[src/ips_params.svh]
// named constants for the interrupt priority and status block
// assumes inclusion by bare name from the top module, the checker and the bench
`ifndef IPS_PARAMS_SVH
`define IPS_PARAMS_SVH
// ==========================================
// register addresses (word index on the port)
`define IPS_ADDR_PRIO   4'h0
`define IPS_ADDR_STAT   4'h1
`define IPS_ADDR_CTL1   4'h2
`define IPS_ADDR_FLAG   4'h3
`define IPS_ADDR_EN     4'h4
// ==========================================
// field positions
`define IPS_CAP9_LSB    4
`define IPS_CMP9_LSB    0
`define IPS_REQ_BIT     15
`define IPS_HOLD_BIT    13
`define IPS_ILR_LSB     8
`define IPS_NEST_BIT    15
`define IPS_TRAPF_BIT   0
`define IPS_SRC_CAP9    0
`define IPS_SRC_CMP9    1
// ==========================================
// reset values and levels
`define IPS_PRIO_RST    3'h4
`define IPS_PRIO_OFF    3'h0
`define IPS_LVL_TRAP    4'h8
`define IPS_LVL_USR_TOP 4'h7
`define IPS_LVL_NONE    4'h0
// vector offsets, actual vector is offset plus eight
`define IPS_VEC_TRAP    7'h02
`define IPS_VEC_CAP9    7'h60
`define IPS_VEC_CMP9    7'h61
`define IPS_VEC_NONE    7'h00
// level stack for nested service
`define IPS_STK_DEPTH   3'h4
`define IPS_TIMED_DISABLE_INSTR_ZERO   14'h0000
`define IPS_TIMED_DISABLE_INSTR_ONE    14'h0001
`endif

[src/ips_pkg.sv]
// types shared by the interrupt priority and status block
// assumes the constants header is on the include path
package ips_pkg;
  typedef logic [3:0]  ips_lvl_t;
  typedef logic [6:0]  ips_vec_t;
  typedef logic [2:0]  ips_prio_t;
  typedef logic [15:0] ips_word_t;
  typedef enum logic {IPS_IDLE, IPS_BUSY} ips_svc_t;
endpackage

[src/ips_top.sv]
// priority arbitration, status reporting and register port of the
// interrupt controller; assumes cpu signals and source events come from
// logic on CLK_SYS and the register master never waits
`timescale 1ns/1ns
`include "ips_params.svh"

// Overview of operation
// [RQ1] each source priority field is three bits, 111 is level 7 down to 001 level 1.
// [RQ2] a source whose priority field is zero never raises a cpu request.
// [RQ3] after reset both source priority fields hold level 4.
// [RQ4] capture 9 priority sits in bits 6-4, compare 9 in bits 2-0, the rest read zero.
// [RQ5] bit 15 of the status register is set while a request is held off unacknowledged.
// [RQ6] with vector hold set the vector field shows the best pending vector, else the last acked.
// [RQ7] bits 11-8 of the status register give the new cpu level, 1111 being 15.
// [RQ8] bits 6-0 give the vector offset, the vector number being that value plus eight.
// [RQ9] software sets nesting disable, bit 15 of control one, before configuring sources.
// [RQ10] software clears a source flag before setting its enable bit.
// [RQ11] a flag still set after return is taken again at once, so the routine clears it.
// [RQ12] return from interrupt restores the previous cpu level and ends every routine; here each return pops only one stacked level.
// [RQ13] a trap routine clears its trap flag in control one or the trap re-enters.
// [RQ14] or-ing e0h into the status low byte lifts the cpu to 7 and blocks all user sources.
// [RQ15] trap sources at levels 8 to 15 are never masked by the cpu level.
// [RQ16] a timed disable blocks user levels 1 to 6 for a set time, level 7 still passes.
// [RQ17] the highest eligible level is offered, ties broken by the lowest vector.
module ips_top (
  // clock and reset
  input  wire logic        CLK_SYS,
  input  wire logic        RSTN,
  // register port
  input  wire logic [3:0]  REG_ADDR,
  input  wire logic [15:0] REG_WDATA,
  input  wire logic        REG_WR,
  input  wire logic        REG_RD,
  output logic      [15:0] REG_RDATA,
  // source events
  input  wire logic        CAP9_EVT,
  input  wire logic        CMP9_EVT,
  input  wire logic        TRAP_EVT,
  // cpu side
  input  wire logic [3:0]  CPU_LEVEL,
  input  wire logic        CPU_ACK,
  input  wire logic        CPU_RETURN,
  input  wire logic        TIMED_DISABLE_INSTR_LOAD,
  input  wire logic [13:0] TIMED_DISABLE_INSTR_CYCLES,
  output logic             CPU_IRQ,
  output logic      [6:0]  CPU_IRQ_VEC,
  output logic      [3:0]  CPU_IRQ_LEVEL,
  // interrupt line
  output logic             INT_OUT
);

  // ==========================================
  // reset release
  logic rst_meta_r;
  logic rstn_sync_r;

  always_ff @(posedge CLK_SYS or negedge RSTN) begin
    if (!RSTN) begin
      rst_meta_r  <= 1'b0;
      rstn_sync_r <= 1'b0;
    end else begin
      rst_meta_r  <= 1'b1;
      rstn_sync_r <= rst_meta_r;
    end
  end

  // ==========================================
  // helpers
  function automatic ips_pkg::ips_lvl_t usr_lvl(ips_pkg::ips_prio_t p);
    // [RQ1] code maps to level
    usr_lvl = {1'b0, p};
  endfunction

  function automatic logic usr_raw(logic f, logic e, ips_pkg::ips_prio_t p);
    // [RQ2] zero priority never requests
    usr_raw = f && e && (p != `IPS_PRIO_OFF);
  endfunction

  // ==========================================
  // state
  ips_pkg::ips_prio_t cap_prio_r, cap_prio_nxt;
  ips_pkg::ips_prio_t cmp_prio_r, cmp_prio_nxt;
  logic               hold_r, hold_nxt;
  logic               nest_r, nest_nxt;
  logic               trapf_r, trapf_nxt;
  logic [1:0]         flag_r, flag_nxt;
  logic [1:0]         en_r, en_nxt;
  ips_pkg::ips_word_t rdata_r, rdata_nxt;
  ips_pkg::ips_lvl_t  ilr_r, ilr_nxt;
  ips_pkg::ips_vec_t  ackvec_r, ackvec_nxt;
  ips_pkg::ips_lvl_t  stk_r [0:3];
  ips_pkg::ips_lvl_t  stk_nxt [0:3];
  logic [2:0]         sp_r, sp_nxt;
  logic [13:0]        timed_disable_instr_r, timed_disable_instr_nxt;
  logic               irq_r, irq_nxt;
  ips_pkg::ips_vec_t  ivec_r, ivec_nxt;
  ips_pkg::ips_lvl_t  ilvl_r, ilvl_nxt;
  ips_pkg::ips_svc_t  svc;

  // ==========================================
  // arbitration
  logic              raw_cap, raw_cmp, raw_any;
  logic              el_cap, el_cmp, el_trap, el_any;
  logic              usr_ok;
  ips_pkg::ips_lvl_t l_cap, l_cmp;
  ips_pkg::ips_vec_t best_vec, elig_vec;
  ips_pkg::ips_lvl_t elig_lvl;
  ips_pkg::ips_vec_t vec_field;

  assign svc = (sp_r != 3'h0) ? ips_pkg::IPS_BUSY : ips_pkg::IPS_IDLE;

  always_comb begin
    l_cap   = usr_lvl(cap_prio_r);
    l_cmp   = usr_lvl(cmp_prio_r);
    raw_cap = usr_raw(flag_r[`IPS_SRC_CAP9], en_r[`IPS_SRC_CAP9], cap_prio_r);
    raw_cmp = usr_raw(flag_r[`IPS_SRC_CMP9], en_r[`IPS_SRC_CMP9], cmp_prio_r);
    raw_any = raw_cap || raw_cmp || trapf_r;
    // no nesting of user sources while one is in service
    usr_ok  = !(nest_r && (svc == ips_pkg::IPS_BUSY));
    // [RQ14] cpu level masks user sources
    // [RQ16] timed disable spares level 7
    el_cap  = raw_cap && usr_ok && (l_cap > CPU_LEVEL) &&
              !((timed_disable_instr_r != `IPS_TIMED_DISABLE_INSTR_ZERO) && (l_cap < `IPS_LVL_USR_TOP));
    el_cmp  = raw_cmp && usr_ok && (l_cmp > CPU_LEVEL) &&
              !((timed_disable_instr_r != `IPS_TIMED_DISABLE_INSTR_ZERO) && (l_cmp < `IPS_LVL_USR_TOP));
    // [RQ15] traps ignore user masking
    el_trap = trapf_r;
    el_any  = el_cap || el_cmp || el_trap;
    // [RQ17] highest level, lowest vector on a tie
    if (el_trap) begin
      elig_vec = `IPS_VEC_TRAP;
      elig_lvl = `IPS_LVL_TRAP;
    end else if (el_cap && (!el_cmp || l_cap >= l_cmp)) begin
      elig_vec = `IPS_VEC_CAP9;
      elig_lvl = l_cap;
    end else if (el_cmp) begin
      elig_vec = `IPS_VEC_CMP9;
      elig_lvl = l_cmp;
    end else begin
      elig_vec = `IPS_VEC_NONE;
      elig_lvl = `IPS_LVL_NONE;
    end
    if (trapf_r) begin
      best_vec = `IPS_VEC_TRAP;
    end else if (raw_cap && (!raw_cmp || l_cap >= l_cmp)) begin
      best_vec = `IPS_VEC_CAP9;
    end else if (raw_cmp) begin
      best_vec = `IPS_VEC_CMP9;
    end else begin
      best_vec = `IPS_VEC_NONE;
    end
    // [RQ6] hold picks pending or last acked
    vec_field = hold_r ? best_vec : ackvec_r;
  end

  // ==========================================
  // next state
  logic ack_ok;
  logic wr_prio, wr_ctl1, wr_flag, wr_en, wr_stat;

  always_comb begin
    ack_ok  = CPU_ACK && irq_r;
    wr_prio = REG_WR && (REG_ADDR == `IPS_ADDR_PRIO);
    wr_stat = REG_WR && (REG_ADDR == `IPS_ADDR_STAT);
    wr_ctl1 = REG_WR && (REG_ADDR == `IPS_ADDR_CTL1);
    wr_flag = REG_WR && (REG_ADDR == `IPS_ADDR_FLAG);
    wr_en   = REG_WR && (REG_ADDR == `IPS_ADDR_EN);
    cap_prio_nxt = cap_prio_r;
    cmp_prio_nxt = cmp_prio_r;
    hold_nxt     = hold_r;
    nest_nxt     = nest_r;
    en_nxt       = en_r;
    ilr_nxt      = ilr_r;
    ackvec_nxt   = ackvec_r;
    sp_nxt       = sp_r;
    for (int i = 0; i < 4; i++) begin
      stk_nxt[i] = stk_r[i];
    end
    // [RQ4] field placement
    if (wr_prio) begin
      cap_prio_nxt = REG_WDATA[`IPS_CAP9_LSB +: 3];
      cmp_prio_nxt = REG_WDATA[`IPS_CMP9_LSB +: 3];
    end
    if (wr_stat) begin
      hold_nxt = REG_WDATA[`IPS_HOLD_BIT];
    end
    // [RQ9] nesting disable kept here
    if (wr_ctl1) begin
      nest_nxt = REG_WDATA[`IPS_NEST_BIT];
    end
    if (wr_en) begin
      en_nxt = REG_WDATA[1:0];
    end
    // [RQ13] trap flag cleared by write one, event wins
    trapf_nxt = TRAP_EVT ||
                (trapf_r && !(wr_ctl1 && REG_WDATA[`IPS_TRAPF_BIT]));
    // [RQ11] flag stays until cleared, event wins
    flag_nxt = {CMP9_EVT, CAP9_EVT} |
               (flag_r & ~(wr_flag ? REG_WDATA[1:0] : 2'h0));
    // [RQ12] ack pushes old level, return pops it
    if (ack_ok) begin
      ackvec_nxt = ivec_r;
      ilr_nxt    = ilvl_r;
      if (sp_r != `IPS_STK_DEPTH) begin
        stk_nxt[sp_r[1:0]] = ilr_r;
        sp_nxt = sp_r + 3'h1;
      end
    end else if (CPU_RETURN && (sp_r != 3'h0)) begin
      sp_nxt  = sp_r - 3'h1;
      ilr_nxt = stk_r[sp_nxt[1:0]];
    end
    // [RQ16] timed disable count
    if (TIMED_DISABLE_INSTR_LOAD) begin
      timed_disable_instr_nxt = TIMED_DISABLE_INSTR_CYCLES;
    end else if (timed_disable_instr_r != `IPS_TIMED_DISABLE_INSTR_ZERO) begin
      timed_disable_instr_nxt = timed_disable_instr_r - `IPS_TIMED_DISABLE_INSTR_ONE;
    end else begin
      timed_disable_instr_nxt = timed_disable_instr_r;
    end
    // request drops in the cycle after an ack so it is not taken twice
    irq_nxt  = el_any && !ack_ok;
    ivec_nxt = elig_vec;
    ilvl_nxt = elig_lvl;
    // read path, unmapped reads return zero
    rdata_nxt = 16'h0000;
    if (REG_RD) begin
      if (REG_ADDR == `IPS_ADDR_PRIO) begin
        rdata_nxt[`IPS_CAP9_LSB +: 3] = cap_prio_r;
        rdata_nxt[`IPS_CMP9_LSB +: 3] = cmp_prio_r;
      end else if (REG_ADDR == `IPS_ADDR_STAT) begin
        // [RQ5] held off and not acked
        rdata_nxt[`IPS_REQ_BIT]    = raw_any && !irq_r;
        rdata_nxt[`IPS_HOLD_BIT]   = hold_r;
        // [RQ7] new cpu level
        rdata_nxt[`IPS_ILR_LSB +: 4] = ilr_r;
        // [RQ8] vector offset
        rdata_nxt[6:0] = vec_field;
      end else if (REG_ADDR == `IPS_ADDR_CTL1) begin
        rdata_nxt[`IPS_NEST_BIT]  = nest_r;
        rdata_nxt[`IPS_TRAPF_BIT] = trapf_r;
      end else if (REG_ADDR == `IPS_ADDR_FLAG) begin
        rdata_nxt[1:0] = flag_r;
      end else if (REG_ADDR == `IPS_ADDR_EN) begin
        rdata_nxt[1:0] = en_r;
      end
    end
  end

  // ==========================================
  // registers
  always_ff @(posedge CLK_SYS or negedge rstn_sync_r) begin
    if (!rstn_sync_r) begin
      // [RQ3] level 4 at reset
      cap_prio_r <= `IPS_PRIO_RST;
      cmp_prio_r <= `IPS_PRIO_RST;
      hold_r     <= 1'b0;
      nest_r     <= 1'b0;
      trapf_r    <= 1'b0;
      flag_r     <= 2'h0;
      en_r       <= 2'h0;
      rdata_r    <= 16'h0000;
      ilr_r      <= `IPS_LVL_NONE;
      ackvec_r   <= `IPS_VEC_NONE;
      sp_r       <= 3'h0;
      timed_disable_instr_r     <= `IPS_TIMED_DISABLE_INSTR_ZERO;
      irq_r      <= 1'b0;
      ivec_r     <= `IPS_VEC_NONE;
      ilvl_r     <= `IPS_LVL_NONE;
      for (int i = 0; i < 4; i++) begin
        stk_r[i] <= `IPS_LVL_NONE;
      end
    end else begin
      cap_prio_r <= cap_prio_nxt;
      cmp_prio_r <= cmp_prio_nxt;
      hold_r     <= hold_nxt;
      nest_r     <= nest_nxt;
      trapf_r    <= trapf_nxt;
      flag_r     <= flag_nxt;
      en_r       <= en_nxt;
      rdata_r    <= rdata_nxt;
      ilr_r      <= ilr_nxt;
      ackvec_r   <= ackvec_nxt;
      sp_r       <= sp_nxt;
      timed_disable_instr_r     <= timed_disable_instr_nxt;
      irq_r      <= irq_nxt;
      ivec_r     <= ivec_nxt;
      ilvl_r     <= ilvl_nxt;
      for (int i = 0; i < 4; i++) begin
        stk_r[i] <= stk_nxt[i];
      end
    end
  end

  // ==========================================
  // outputs
  assign REG_RDATA     = rdata_r;
  assign CPU_IRQ       = irq_r;
  assign CPU_IRQ_VEC   = ivec_r;
  assign CPU_IRQ_LEVEL = ilvl_r;
  // interrupt line: any flagged source whose enable (mask) bit is set
  assign INT_OUT       = |(flag_r & en_r);

endmodule // ips_top

[config.mk]
export PLATFORM = sky130hd
export DESIGN_NAME = ips_top
export DESIGN_NICKNAME = d
export VERILOG_FILES = /design/src/ips_pkg.sv /design/src/ips_top.sv
export VERILOG_INCLUDE_DIRS = /design/src
export SDC_FILE = /design/constraint.sdc
export NUM_CORES = 1
export LEC_CHECK = 0
export BUFFER_PORTS_ARGS = -buffer_cell sky130_fd_sc_hd__buf_2
export CAP_MARGIN = 25
export CORE_MARGIN = 1
export CORE_UTILIZATION = 50
export CTS_BUF_LIST = sky130_fd_sc_hd__clkbuf_16
export DETAILED_ROUTE_END_ITERATION = 7
export PLACE_DENSITY = 0.83
export SETUP_SLACK_MARGIN = 0.05
export SKIP_LAST_GASP = 1
export SLEW_MARGIN = 20
export SYNTH_ARGS = -nofsm -noshare
export SYNTH_HDL_FRONTEND = slang
export SYNTH_SLANG_ARGS = --single-unit
[constraint.sdc]
create_clock -name CLK_SYS -period 2.15 [get_ports CLK_SYS]
set_clock_uncertainty 0.1 [all_clocks]
set_input_delay 0.5375 -clock CLK_SYS [delete_from_list [all_inputs] [get_ports CLK_SYS]]
set_output_delay 0.5375 -clock CLK_SYS [all_outputs]
set_load 0.01 [all_outputs]
; After elaboration in Yosys (flattened, before gate mapping)
; Index checks and enable logic that the tools add are counted.
; W data, S select, Z words.
[word_totals]
inputBits = 48
register_bits = 84
[op_classes]
n_addsub = 3
reduce_logical = 52
n_bitwise = 6
eq_ne = 6
order_cmp = 8
n_mux = 45
[op_table]
columns = cell, n
row1 = $mux W7, 8
row2 = $mux W4, 9
row3 = $mux W14, 2
row4 = $logic_and A1 B1 Y1, 27
row5 = $mux W3, 7
row6 = $bwmux W16, 1
row7 = $reduce_bool A14 Y1, 1
row8 = $sub A14 B1 Y14 const B, 1
row9 = $mux W1, 11
row10 = $reduce_bool A3 Y1, 3
row11 = $bmux W4 S2, 1
row12 = $demux W4 S2, 1
row13 = $eq A4 B2 Y1 const B, 2
row14 = $gt A3 B4 Y1, 2
row15 = $logic_not A1 Y1, 8
row16 = $mux W2, 4
row17 = $logic_or A1 B1 Y1, 7
row18 = $ge A3 B3 Y1 const B, 2
row19 = $lt A3 B3 Y1 const B, 2
row20 = $not A2 Y3, 2
row21 = $mux W5, 1
row22 = $and A2 B2 Y2, 2
row23 = $eq A4 B1 Y1 const B, 1
row24 = $eq A4 B3 Y1 const B, 1
row25 = other kinds (12), 14

; Longest topological paths before layout
; Gate-level depths: netlist of the first run.
[logic_depth]
depth_word = 12
mapped_depth = 8
ltp_nobuf = 7

; Worst setup path before layout of the first run
; Ideal clock, no wire load.
[synth_timing]
kind = reg-to-reg
startpoint = register timed_disable_instr_r[6]
endpoint = register timed_disable_instr_r[11]
setup_slack_ns = -0.237
period_less_slack_ns = 2.387
required_ns = 1.929
arrival_ns = 2.166
path_stages_with_launch = 7
path_buffers = 1
path_cell_list = dfrtp_1 or4_4 buf_6 or4b_4 or3_1 xnor2_1 a22o_1
[synth_between]
elab_chain_len = 3
word_cells_on_any_way = 5
[synth_rtl]
columns = item, line
row1 = start: declaration, ips_top.sv:94  ; logic [13:0] timed_disable_instr_r, timed_disable_instr_nxt;
row2 = start signal: assignment, ips_top.sv:265  ; timed_disable_instr_r <= `IPS_TIMED_DISABLE_INSTR_ZERO;
row3 = start signal: assignment, ips_top.sv:284  ; timed_disable_instr_r <= timed_disable_instr_nxt;
row4 = $sub A14 B1 Y14 (no line), n/a
row5 = $mux W14, ips_top.sv:215  ; end else if (timed_disable_instr_r != `IPS_TIMED_DISABLE_INSTR_ZERO) begin
row6 = $mux W14, ips_top.sv:213  ; if (TIMED_DISABLE_INSTR_LOAD) begin
; Several ways; a longest one is shown, not always the timed one. The select of a mux whose other input is x is not followed.
; A chain may end at the register's enable or synchronous reset.

; Worst setup path in the final report of the first run
[layout_timing]
startpoint = register timed_disable_instr_r[1]
endpoint = register ilvl_r[2], in the netlist CPU_IRQ_LEVEL[2]
[layout_between]
elab_chain_len = 9
word_cells_on_any_way = 13
[layout_rtl]
columns = item, line
row1 = $reduce_bool A14 Y1 (no line) *, n/a
row2 = $logic_and A1 B1 Y1, ips_top.sv:125  ; !((timed_disable_instr_r != `IPS_TIMED_DISABLE_INSTR_ZERO) && (l_cmp < `IPS_LVL_USR_TOP));
row3 = $logic_not A1 Y1, ips_top.sv:125
row4 = $logic_and A1 B1 Y1, ips_top.sv:124  ; el_cmp = raw_cmp && usr_ok && (l_cmp > CPU_LEVEL) &&
row5 = $logic_not A1 Y1, ips_top.sv:133  ; end else if (el_cap && (!el_cmp || l_cap >= l_cmp)) begin
row6 = $logic_or A1 B1 Y1, ips_top.sv:133
row7 = $logic_and A1 B1 Y1, ips_top.sv:133
row8 = $mux W3 *, ips_top.sv:133
row9 = $mux W4 *, ips_top.sv:130  ; if (el_trap) begin
row10 = net elig_lvl[2], ips_top.sv:107  ; ips_pkg::ips_lvl_t elig_lvl;
row11 = end signal: assignment, ips_top.sv:268  ; ilvl_r <= `IPS_LVL_NONE;
row12 = end signal: assignment, ips_top.sv:287  ; ilvl_r <= ilvl_nxt;
row13 = end: declaration, ips_top.sv:97  ; ips_pkg::ips_lvl_t ilvl_r, ilvl_nxt;
; The timed path passes the listed nets; every way through them passes the cells marked *.

==> summary.txt, run 1 <==
Outcome
  • Status: complete, but fails checks
  • Violated checks: negative setup slack

GRT
  • Number of antenna violations at the first check in global routing: 0
  • Largest net degree at the start of global routing: 73
  • Aggregate global routing overflow: 0
  • GRT Total Usage: 24.8%
  • First-pass GRT wire length: 14400 um
  • Via count of the first global-routing pass: 3073

STA
  • Transition at the pin with the smallest max-transition slack: approximately 0.54 ns
  • Count of endpoints failing hold in the final timing report: 0
  • Maximum clock rate: around 410 MHz
  • Post-route setup slack: -0.278 ns
  • Setup Viol. Count Final: 19
  • Ratio of final minimum period to clock period: 113%
  • Worst hold slack: 0.172 ns
  • Worst-case headroom to the max-slew limit: ~64%
  • Unrepaired setup endpoints after global routing: true
  • Number of max-slew violations in the final report: 0
  • Time the final worst path needs with I/O delays and setup: 2.43 ns

Synthesis
  • Post-synthesis sequential area ratio: 49.1%
  • Cell taking the most area after synthesis: dfrtp_1
  • Post-synthesis cell type count: 56
  • Per-instance average area after synthesis: 10.8 um2
  • Post-Synthesis Cells: between 300 and 400
  • Syn Std Cell Area: 0.00377 mm2
  • Top cells by area in the synthesized netlist: dfrtp_1 (48%), mux2_2 (8.1%), ha_1 (5.3%), nand2_1 (4.5%), o21ai_0 (2.5%)
  • Asr flop ratio synth: 100%
  • Top_reg_cell synth: dfrtp_1
  • Area share of the largest cell type after synthesis: 47.7%
  • Syn. warnings: 0
  • Number of synthesized flops with an enable pin: 0
  • Number of synthesized register bits: 74

Drt
  • Via Count: around 3100
  • Remaining DRCs: 0
  • DRT antenna net count: 0
  • Detail-routed net length per standard cell: 16.8 um
  • Met2 Routed Length: just under 5000 um
  • Routed length on met3: 556 um
  • Met1 Routed Length: between 3000 and 4000 um
  • Avg Vias per Cell: around 5.6
  • Wirelength, routed: 9320 um
  • Count of TritonRoute iterations in the first routing pass: 4
  • Initial drt markers: 158
  • Top Layer Used: met4

Die
  • Die area: 0.00790 mm2
  • Area inside the core boundary: around 0.0073 mm2
  • FP Rows: 31
  • Chip height: 88.9 um
  • Die Wd: 88.9 um
  • Number of primary I/O pins: 77
  • Initial Util: 51.8%

Worst setup path
  • Sequence of cells on the critical path: inv_2 > ha_4 > or4b_4 > nor4_4 > o2111ai_2 > o21bai_4 > o32ai_2
  • Number of buffers and inverters on the critical path: 1
  • Startpoint types: register
  • Critical path's top delay family: simple AND/OR/NAND/NOR gates
  • Signal arrival time at the worst endpoint: 2.56 ns
  • CP Max Fanout: 4
  • Critical path required time: ~2.3 ns
  • Endpoint kind of the worst setup timing path: register
  • CP max stage cell: or4b_4
  • Worst Path Class, Setup: register to register
  • Critical path's largest stage delay: 0.50 ns

Placed design
  • Placed instance count: 529
  • Port Buffer Count: 61
  • Placer congestion estimate: 0.919
  • Placed wire-length estimate after detailed placement: 6120 um

Clock tree
  • Number of sinks handled by clock tree synthesis: 74
  • Clock tree from TritonCTS: yes
  • CTS Root Cell: clkbuf_16
  • Insertion delay of the later-clocked pin in the worst-skew pair: 0.33 ns
  • Buffer levels on the longest clock path: 2
  • Clock Pin Slew Worst Setup and Hold Paths: 0.06 ns
  • H-tree depth reported by CTS: 3
  • Num CTS Buffers: 9

Pwr
  • Leakage: 2.37 nW
  • Maximum vdd ir drop: between 0.0006 and 0.0007 V
  • Cell Pwr Density: 881 mW/mm2

Finish
  • Most frequent standard cell in the layout excluding fill and tap cells: dfrtp_1
  • Antenna diode instance count: 0
  • Layout cells sized above 1: between 30% and 40%
  • Fill cells: 556
  • Final Net Count: 514
  • Number of standard cells in the layout, taps in and fillers out: 554
  • Layout area overhead: 30.3%
  • Most frequent cells in the layout: dfrtp_1 (71), buf_2 (61), nand2_1 (45)

Flow run
  • Number of max-cap violations: 0

Worst hold path
  • Type of the tightest min-delay check: register to async pin
area by class of cell:
cell class	instances	area, um2	area share [%]
multi-input cells	245	1950	39.6
flip-flops and latches	74	1860	37.7
repair buffers	104	654	13.3
clock buffers	9	225	4.58
well taps	99	124	2.52
inverters	16	60.1	1.22
clock inverters	7	52.6	1.07
final timing paths:
path                                                       from                         end  slack (ns)  cells after the start
max                        timed_disable_instr_r[1]$_DFFE_PN0P_  CPU_IRQ_LEVEL[2]$_DFF_PN0_       -0.28                      7
min                                       rstn_sync_r$_DFF_PN0_      REG_RDATA[0]$_DFF_PN0_        0.17                      1
max reg2reg                timed_disable_instr_r[1]$_DFFE_PN0P_  CPU_IRQ_LEVEL[2]$_DFF_PN0_       -0.28                      7
min reg2reg                               rstn_sync_r$_DFF_PN0_      REG_RDATA[0]$_DFF_PN0_        0.17                      1
max in group asynchronous                 rstn_sync_r$_DFF_PN0_   cap_prio_r[2]$_DFFE_PN1P_        1.42                      1
min in group CLK_SYS                       rst_meta_r$_DFF_PN0_       rstn_sync_r$_DFF_PN0_        0.25                      0
layer usage:
metal  global-route usage [%]  up-vias
li1                         -     1430
met1                     28.8     1511
met2                     44.1      145
met3                     5.91       32
met4                     9.82        0
met5                        0        -
synthesized netlist by cell type (all sizes together), types with 3 or more instances:
library cell / number
a22o: 6
inv: 16
mux2: 27
o21ai: 21
clkbuf: 8
o32ai: 3
nor2: 17
mux4: 4
xnor2: 8
a21oi: 13
buf: 11
a31oi: 6
mux2i: 5
ha: 16
nand3: 3
nor2b: 5
a21o: 3
nand2b: 4
dfrtp: 72
xor2: 3
nor4: 5
and3: 5
nor3: 3
nand2: 45
where the power goes:
part | leakage [nW] | internal [mW] | switching (mW) | total [mW]
Clock | 0.142 | 0.873 | 0.532 | 1.40
Combinational | 1.29 | 0.577 | 0.648 | 1.22
Sequential | 0.940 | 1.56 | 0.144 | 1.70
Total | 2.37 | 3.01 | 1.32 | 4.33
flip-flops by register name, indices dropped and copies added, names as in the netlist, 4 cells and up:
name	flops
ilr_r	4
stk_r	16
REG_RDATA	12
timed_disable_instr_r	14
worst reg2reg max path, delay by kind of cell (launching register included):
kind	cells	cell delay (ns)
AND/OR/NAND/NOR	2	0.91
AO/OA/AOI/OAI	3	0.70
flip-flops	1	0.41
adder cells (fa/ha/maj)	1	0.12
buffers and inverters	1	0.10
stage by stage:
stage               setup WS, ns  power, mW  TNS (ns)  utilization [%]  cell area, um2
global route              -0.362       4.56     -4.56             67.4            4920
global placement          -0.120       2.77    -0.622             60.5            4410
detailed placement        -0.211       2.83     -1.41             60.5            4410
CTS                       -0.165       4.28     -1.52             65.7            4790
floorplan                 -0.237       2.45    -0.521                -            3830
finish                    -0.278       4.33     -3.03             67.4            4920
cells by family after synthesis:
kind of cell	count (synthesis)	synth area share, %
AOI/OAI and AO/OA	70	12.2
and+or+nand+nor	104	14.3
xor gates and xnor gates	11	2.55
other	2	0.199
adders and majority gates	16	5.30
buffers and inverters	35	4.61
DFF	74	49.1
muxes	36	11.8
what timing repair did:
action / 4_1_cts / 5_1_grt
hold buffers: 1 / 0
setup buffers: 6 / 5
gates resized for setup: 17 / 22
endpoints found under the setup margin: 20 / 23
pin swaps: 7 / 12
gates cloned: 0 / 0
hold endpoints to repair: 2 / 0
(Power assumes the default switching activity.)
==> run 2, diff against run 1 <==
--- a/config.mk
+++ b/config.mk
@@ -6,13 +6,14 @@
 export SDC_FILE = /design/constraint.sdc
 export NUM_CORES = 1
 export LEC_CHECK = 0
+export ABC_AREA = 1
 export BUFFER_PORTS_ARGS = -buffer_cell sky130_fd_sc_hd__buf_2
 export CAP_MARGIN = 25
-export CORE_MARGIN = 1
+export CORE_MARGIN = 2
 export CORE_UTILIZATION = 50
 export CTS_BUF_LIST = sky130_fd_sc_hd__clkbuf_16
 export DETAILED_ROUTE_END_ITERATION = 7
-export PLACE_DENSITY = 0.83
+export PLACE_DENSITY = 0.82
 export SETUP_SLACK_MARGIN = 0.05
 export SKIP_LAST_GASP = 1
 export SLEW_MARGIN = 20
==> summary.txt, run 2 <==
Finish
  • Layout cells sized above 1: 20.0% (was 38.5%)
  • Number of flip-flops in the largest register: 16 (unchanged)
  • Most frequent standard cell in the layout excluding fill and tap cells: nand2_1 (was dfrtp_1)
  • Sequential cell area: 0.00186 mm2 (unchanged)
  • Largest Register: stk_r (unchanged)
  • Area of combinational cells with multiple inputs: 0.00173 mm2 (was 0.00195 mm2)
  • Layout area overhead: 20.0% (was 30.3%)
  • Most frequent cells in the layout: nand2_1 (111), dfrtp_1 (71), buf_2 (61) (was dfrtp_1 (71), buf_2 (61), nand2_1 (45))
  • Antenna diode instance count: 0 (unchanged)
  • Final Net Count: 608 (was 514)
  • Fill cells: 649 (was 556)

Outcome
  • Status: finished clean (was complete, but fails checks)

Die
  • Chip height: 92.0 um (was 88.9 um)
  • Area inside the core boundary: 0.00761 mm2 (was 0.00729 mm2)
  • Die Wd: 92.0 um (was 88.9 um)
  • FP Rows: 32 (was 31)
  • Initial Util: 50.9% (was 51.8%)
  • Die area: 0.00846 mm2 (was 0.00790 mm2)
  • Number of primary I/O pins: 77 (unchanged)

Synthesis
  • Commonest cells in the synthesized netlist: nand2_1 (112), dfrtp_1 (72), nor2_1 (56), inv_1 (55), o21ai_0 (43) (was dfrtp_1 (72), nand2_1 (45), mux2_2 (27), o21ai_0 (19), nor2_1 (17))
  • Post-synthesis cell type count: 38 (was 56)
  • Cell taking the most area after synthesis: dfrtp_1 (unchanged)
  • Number of synthesized flops with an enable pin: 0 (unchanged)
  • Syn. warnings: 0 (unchanged)
  • Top cells by area in the synthesized netlist: dfrtp_1 (47%), nand2_1 (11%), o21ai_0 (5.6%), nor2_1 (5.4%), inv_1 (5.3%) (was dfrtp_1 (48%), mux2_2 (8.1%), ha_1 (5.3%), nand2_1 (4.5%), o21ai_0 (2.5%))
  • Post-Synthesis Cells: 474 (was 348)
  • Syn Std Cell Area: 0.00387 mm2 (was 0.00377 mm2)
  • Number of synthesized register bits: 74 (unchanged)
  • Post-synthesis sequential area ratio: 47.9% (was 49.1%)
  • Cell with the most instances after synthesis: nand2_1 (was dfrtp_1)
  • Top_reg_cell synth: dfrtp_1 (unchanged)
  • Asr flop ratio synth: 100% (unchanged)
  • Area share of the largest cell type after synthesis: 46.5% (was 47.7%)
  • Per-instance average area after synthesis: 8.17 um2 (was 10.8 um2)

STA
  • Count of endpoints failing hold in the final timing report: 0 (unchanged)
  • Time the final worst path needs with I/O delays and setup: 2.02 ns (was 2.43 ns)
  • Transition at the pin with the smallest max-transition slack: 0.917 ns (was 0.536 ns)
  • Unrepaired setup endpoints after global routing: false (was true)
  • Number of max-slew violations in the final report: 0 (unchanged)
  • Maximum clock rate: 494 MHz (was 412 MHz)
  • Ratio of final minimum period to clock period: 94.2% (was 113%)
  • Setup Viol. Count Final: 0 (was 19)
  • Final-layout setup total negative slack: 0 ns (was -3.03 ns)
  • Worst-case headroom to the max-slew limit: 38.9% (was 63.7%)

Worst setup path
  • Worst Path Class, Setup: register to register (unchanged)
  • Signal arrival time at the worst endpoint: 2.19 ns (was 2.56 ns)
  • Critical path's largest stage delay: 0.73 ns (was 0.50 ns)
  • CP max stage cell: a21oi_1 (was or4b_4)
  • Critical path required time: 2.32 ns (was 2.28 ns)
  • Endpoint kind of the worst setup timing path: register (unchanged)
  • Sequence of cells on the critical path: inv_1 > ha_1 > nand3_1 > nor2_1 > a21oi_1 > o21ai_0 > nand2_1 (was inv_2 > ha_4 > or4b_4 > nor4_4 > o2111ai_2 > o21bai_4 > o32ai_2)
  • Startpoint types: register (unchanged)
  • CP Max Fanout: 11 (was 4)

Clock tree
  • Post-CTS setup buffers: 0 (was 6)
  • Num CTS Buffers: 9 (unchanged)
  • Insertion delay of the later-clocked pin in the worst-skew pair: 0.33 ns (about the same)
  • Number of sinks handled by clock tree synthesis: 74 (unchanged)
  • H-tree depth reported by CTS: 3 (unchanged)
  • Buffer levels on the longest clock path: 2 (unchanged)
  • Clock tree from TritonCTS: yes (unchanged)
  • Clock Pin Slew Worst Setup and Hold Paths: 0.06 ns (about the same)
  • CTS Root Cell: clkbuf_16 (unchanged)

Pwr
  • Leakage: 2.44 nW (was 2.37 nW)
  • Cell Pwr Density: 1060 mW/mm2 (was 881 mW/mm2)
  • Post-route total power: 4.94 mW (was 4.33 mW)
  • Maximum vdd ir drop: 0.000487 V (was 0.000614 V)

Worst hold path
  • Type of the tightest min-delay check: register to async pin (unchanged)

GRT
  • Aggregate global routing overflow: 0 (unchanged)
  • GRT Total Usage: 21.6% (was 24.8%)
  • Via count of the first global-routing pass: 3381 (was 3073)
  • First-pass GRT wire length: 14600 um (was 14400 um)
  • Largest net degree at the start of global routing: 44 (was 73)
  • Number of antenna violations at the first check in global routing: 0 (unchanged)

Placed design
  • Placer congestion estimate: 0.867 (was 0.919)
  • Port Buffer Count: 61 (unchanged)
  • Placed wire-length estimate after detailed placement: 6280 um (was 6120 um)

Flow run
  • Number of max-cap violations: 0 (unchanged)

Drt
  • Count of TritonRoute iterations in the first routing pass: 5 (was 4)
  • Via Count: 3379 (was 3118)
  • Initial drt markers: 161 (was 158)
  • Detail-routed net length per standard cell: 13.5 um (was 16.8 um)
  • Wirelength, routed: 8770 um (was 9320 um)
  • DRT antenna net count: 0 (unchanged)
  • Remaining DRCs: 0 (unchanged)
  • Avg Vias per Cell: 5.19 (was 5.63)
[run 2: changes by cell type in the layout (fill, tap and decap cells not counted), moves of 6 or more]
cell | before | now
nand2_1 | 45 | 111
nor2_1 | 13 | 56
inv_1 | 16 | 56
buf_4 | 38 | 5
o21ai_0 | 12 | 43
mux2_2 | 26 | 1
nand3_1 | 3 | 24
o21ai_1 | 9 | 2
xnor2_1 | 8 | 1
o22ai_1 | 0 | 6
[run 2: through the flow]
step	hold WS (ns)	setup WS (ns)	cell area, um2	utilization [%]	instances
final	0.155	0.125	4650	61.1	651
after global routing	0.181	0.0787	4650	61.1	651
after CTS	0.167	0.145	4640	61.0	651
after detailed placement	0.161	0.169	4290	56.4	634
after global placement	0.154	0.208	4290	56.4	634
after floorplan	0.142	0.386	3900	-	480
[run 2: final cells by class]
class | instances | share of cell area, %
Clock buffer | 9 | 4.85
Clock inverter | 7 | 2.53
Inverter | 59 | 4.79
Multi-Input combinational cell | 332 | 37.1
Sequential cell | 74 | 39.9
Tap cell | 102 | 2.75
Timing Repair Buffer | 68 | 8.02
[run 2: per-layer routing]
layer	global-route usage [%]	share of wire (%)
met1	26.0	43
met2	37.2	49
met3	4.52	4.9
met4	9.83	2.6
met5	0	0
[run 2: path summary, 6_finish.rpt]
check,from,end,slack [ns],cells after the start
hold reg to reg,rstn_sync_r$_DFF_PN0_,CPU_IRQ_LEVEL[2]$_DFF_PN0_,0.16,1
hold / removal,rstn_sync_r$_DFF_PN0_,CPU_IRQ_LEVEL[2]$_DFF_PN0_,0.16,1
min in group CLK_SYS,rst_meta_r$_DFF_PN0_,rstn_sync_r$_DFF_PN0_,0.25,0
setup reg to reg,timed_disable_instr_r[1]$_DFFE_PN0P_,timed_disable_instr_r[8]$_DFFE_PN0P_,0.13,7
setup / recovery,timed_disable_instr_r[1]$_DFFE_PN0P_,timed_disable_instr_r[8]$_DFFE_PN0P_,0.13,7
max in group asynchronous,rstn_sync_r$_DFF_PN0_,cmp_prio_r[2]$_DFFE_PN1P_,1.39,1
[run 2: where the power goes]
group | leakage (nW) | internal (mW) | switching [mW]
Combinational | 1.36 | 0.486 | 0.845
Sequential | 0.915 | 1.69 | 0.193
Clock | 0.163 | 1.13 | 0.594
Total | 2.44 | 3.31 | 1.63
[run 2: cells by family after synthesis]
family	after synthesis	synth area share (%)
adder cells (fa/ha/maj)	16	5.17
buffers and inverters	74	8.27
flip-flops	74	47.9
AND/OR/NAND/NOR	215	24.4
multiplexers	1	0.291
XOR/XNOR	8	1.81
AO/OA/AOI/OAI	84	12.0
other	2	0.194
[run 2: timing repair]
item / CTS / global route
endpoints found under the setup margin: 0 / 4
endpoints found under the hold margin: 2 / 0
resized for setup: 0 / 2
hold buffers: 1 / 0
[run 2: critical path: cells and delay by family, from the launching register on]
family	cells	cell delay, ns
simple gates	3	0.23
buf+inv	1	0.09
compound gates	2	0.93
fa+ha+maj	1	0.21
flops	1	0.39
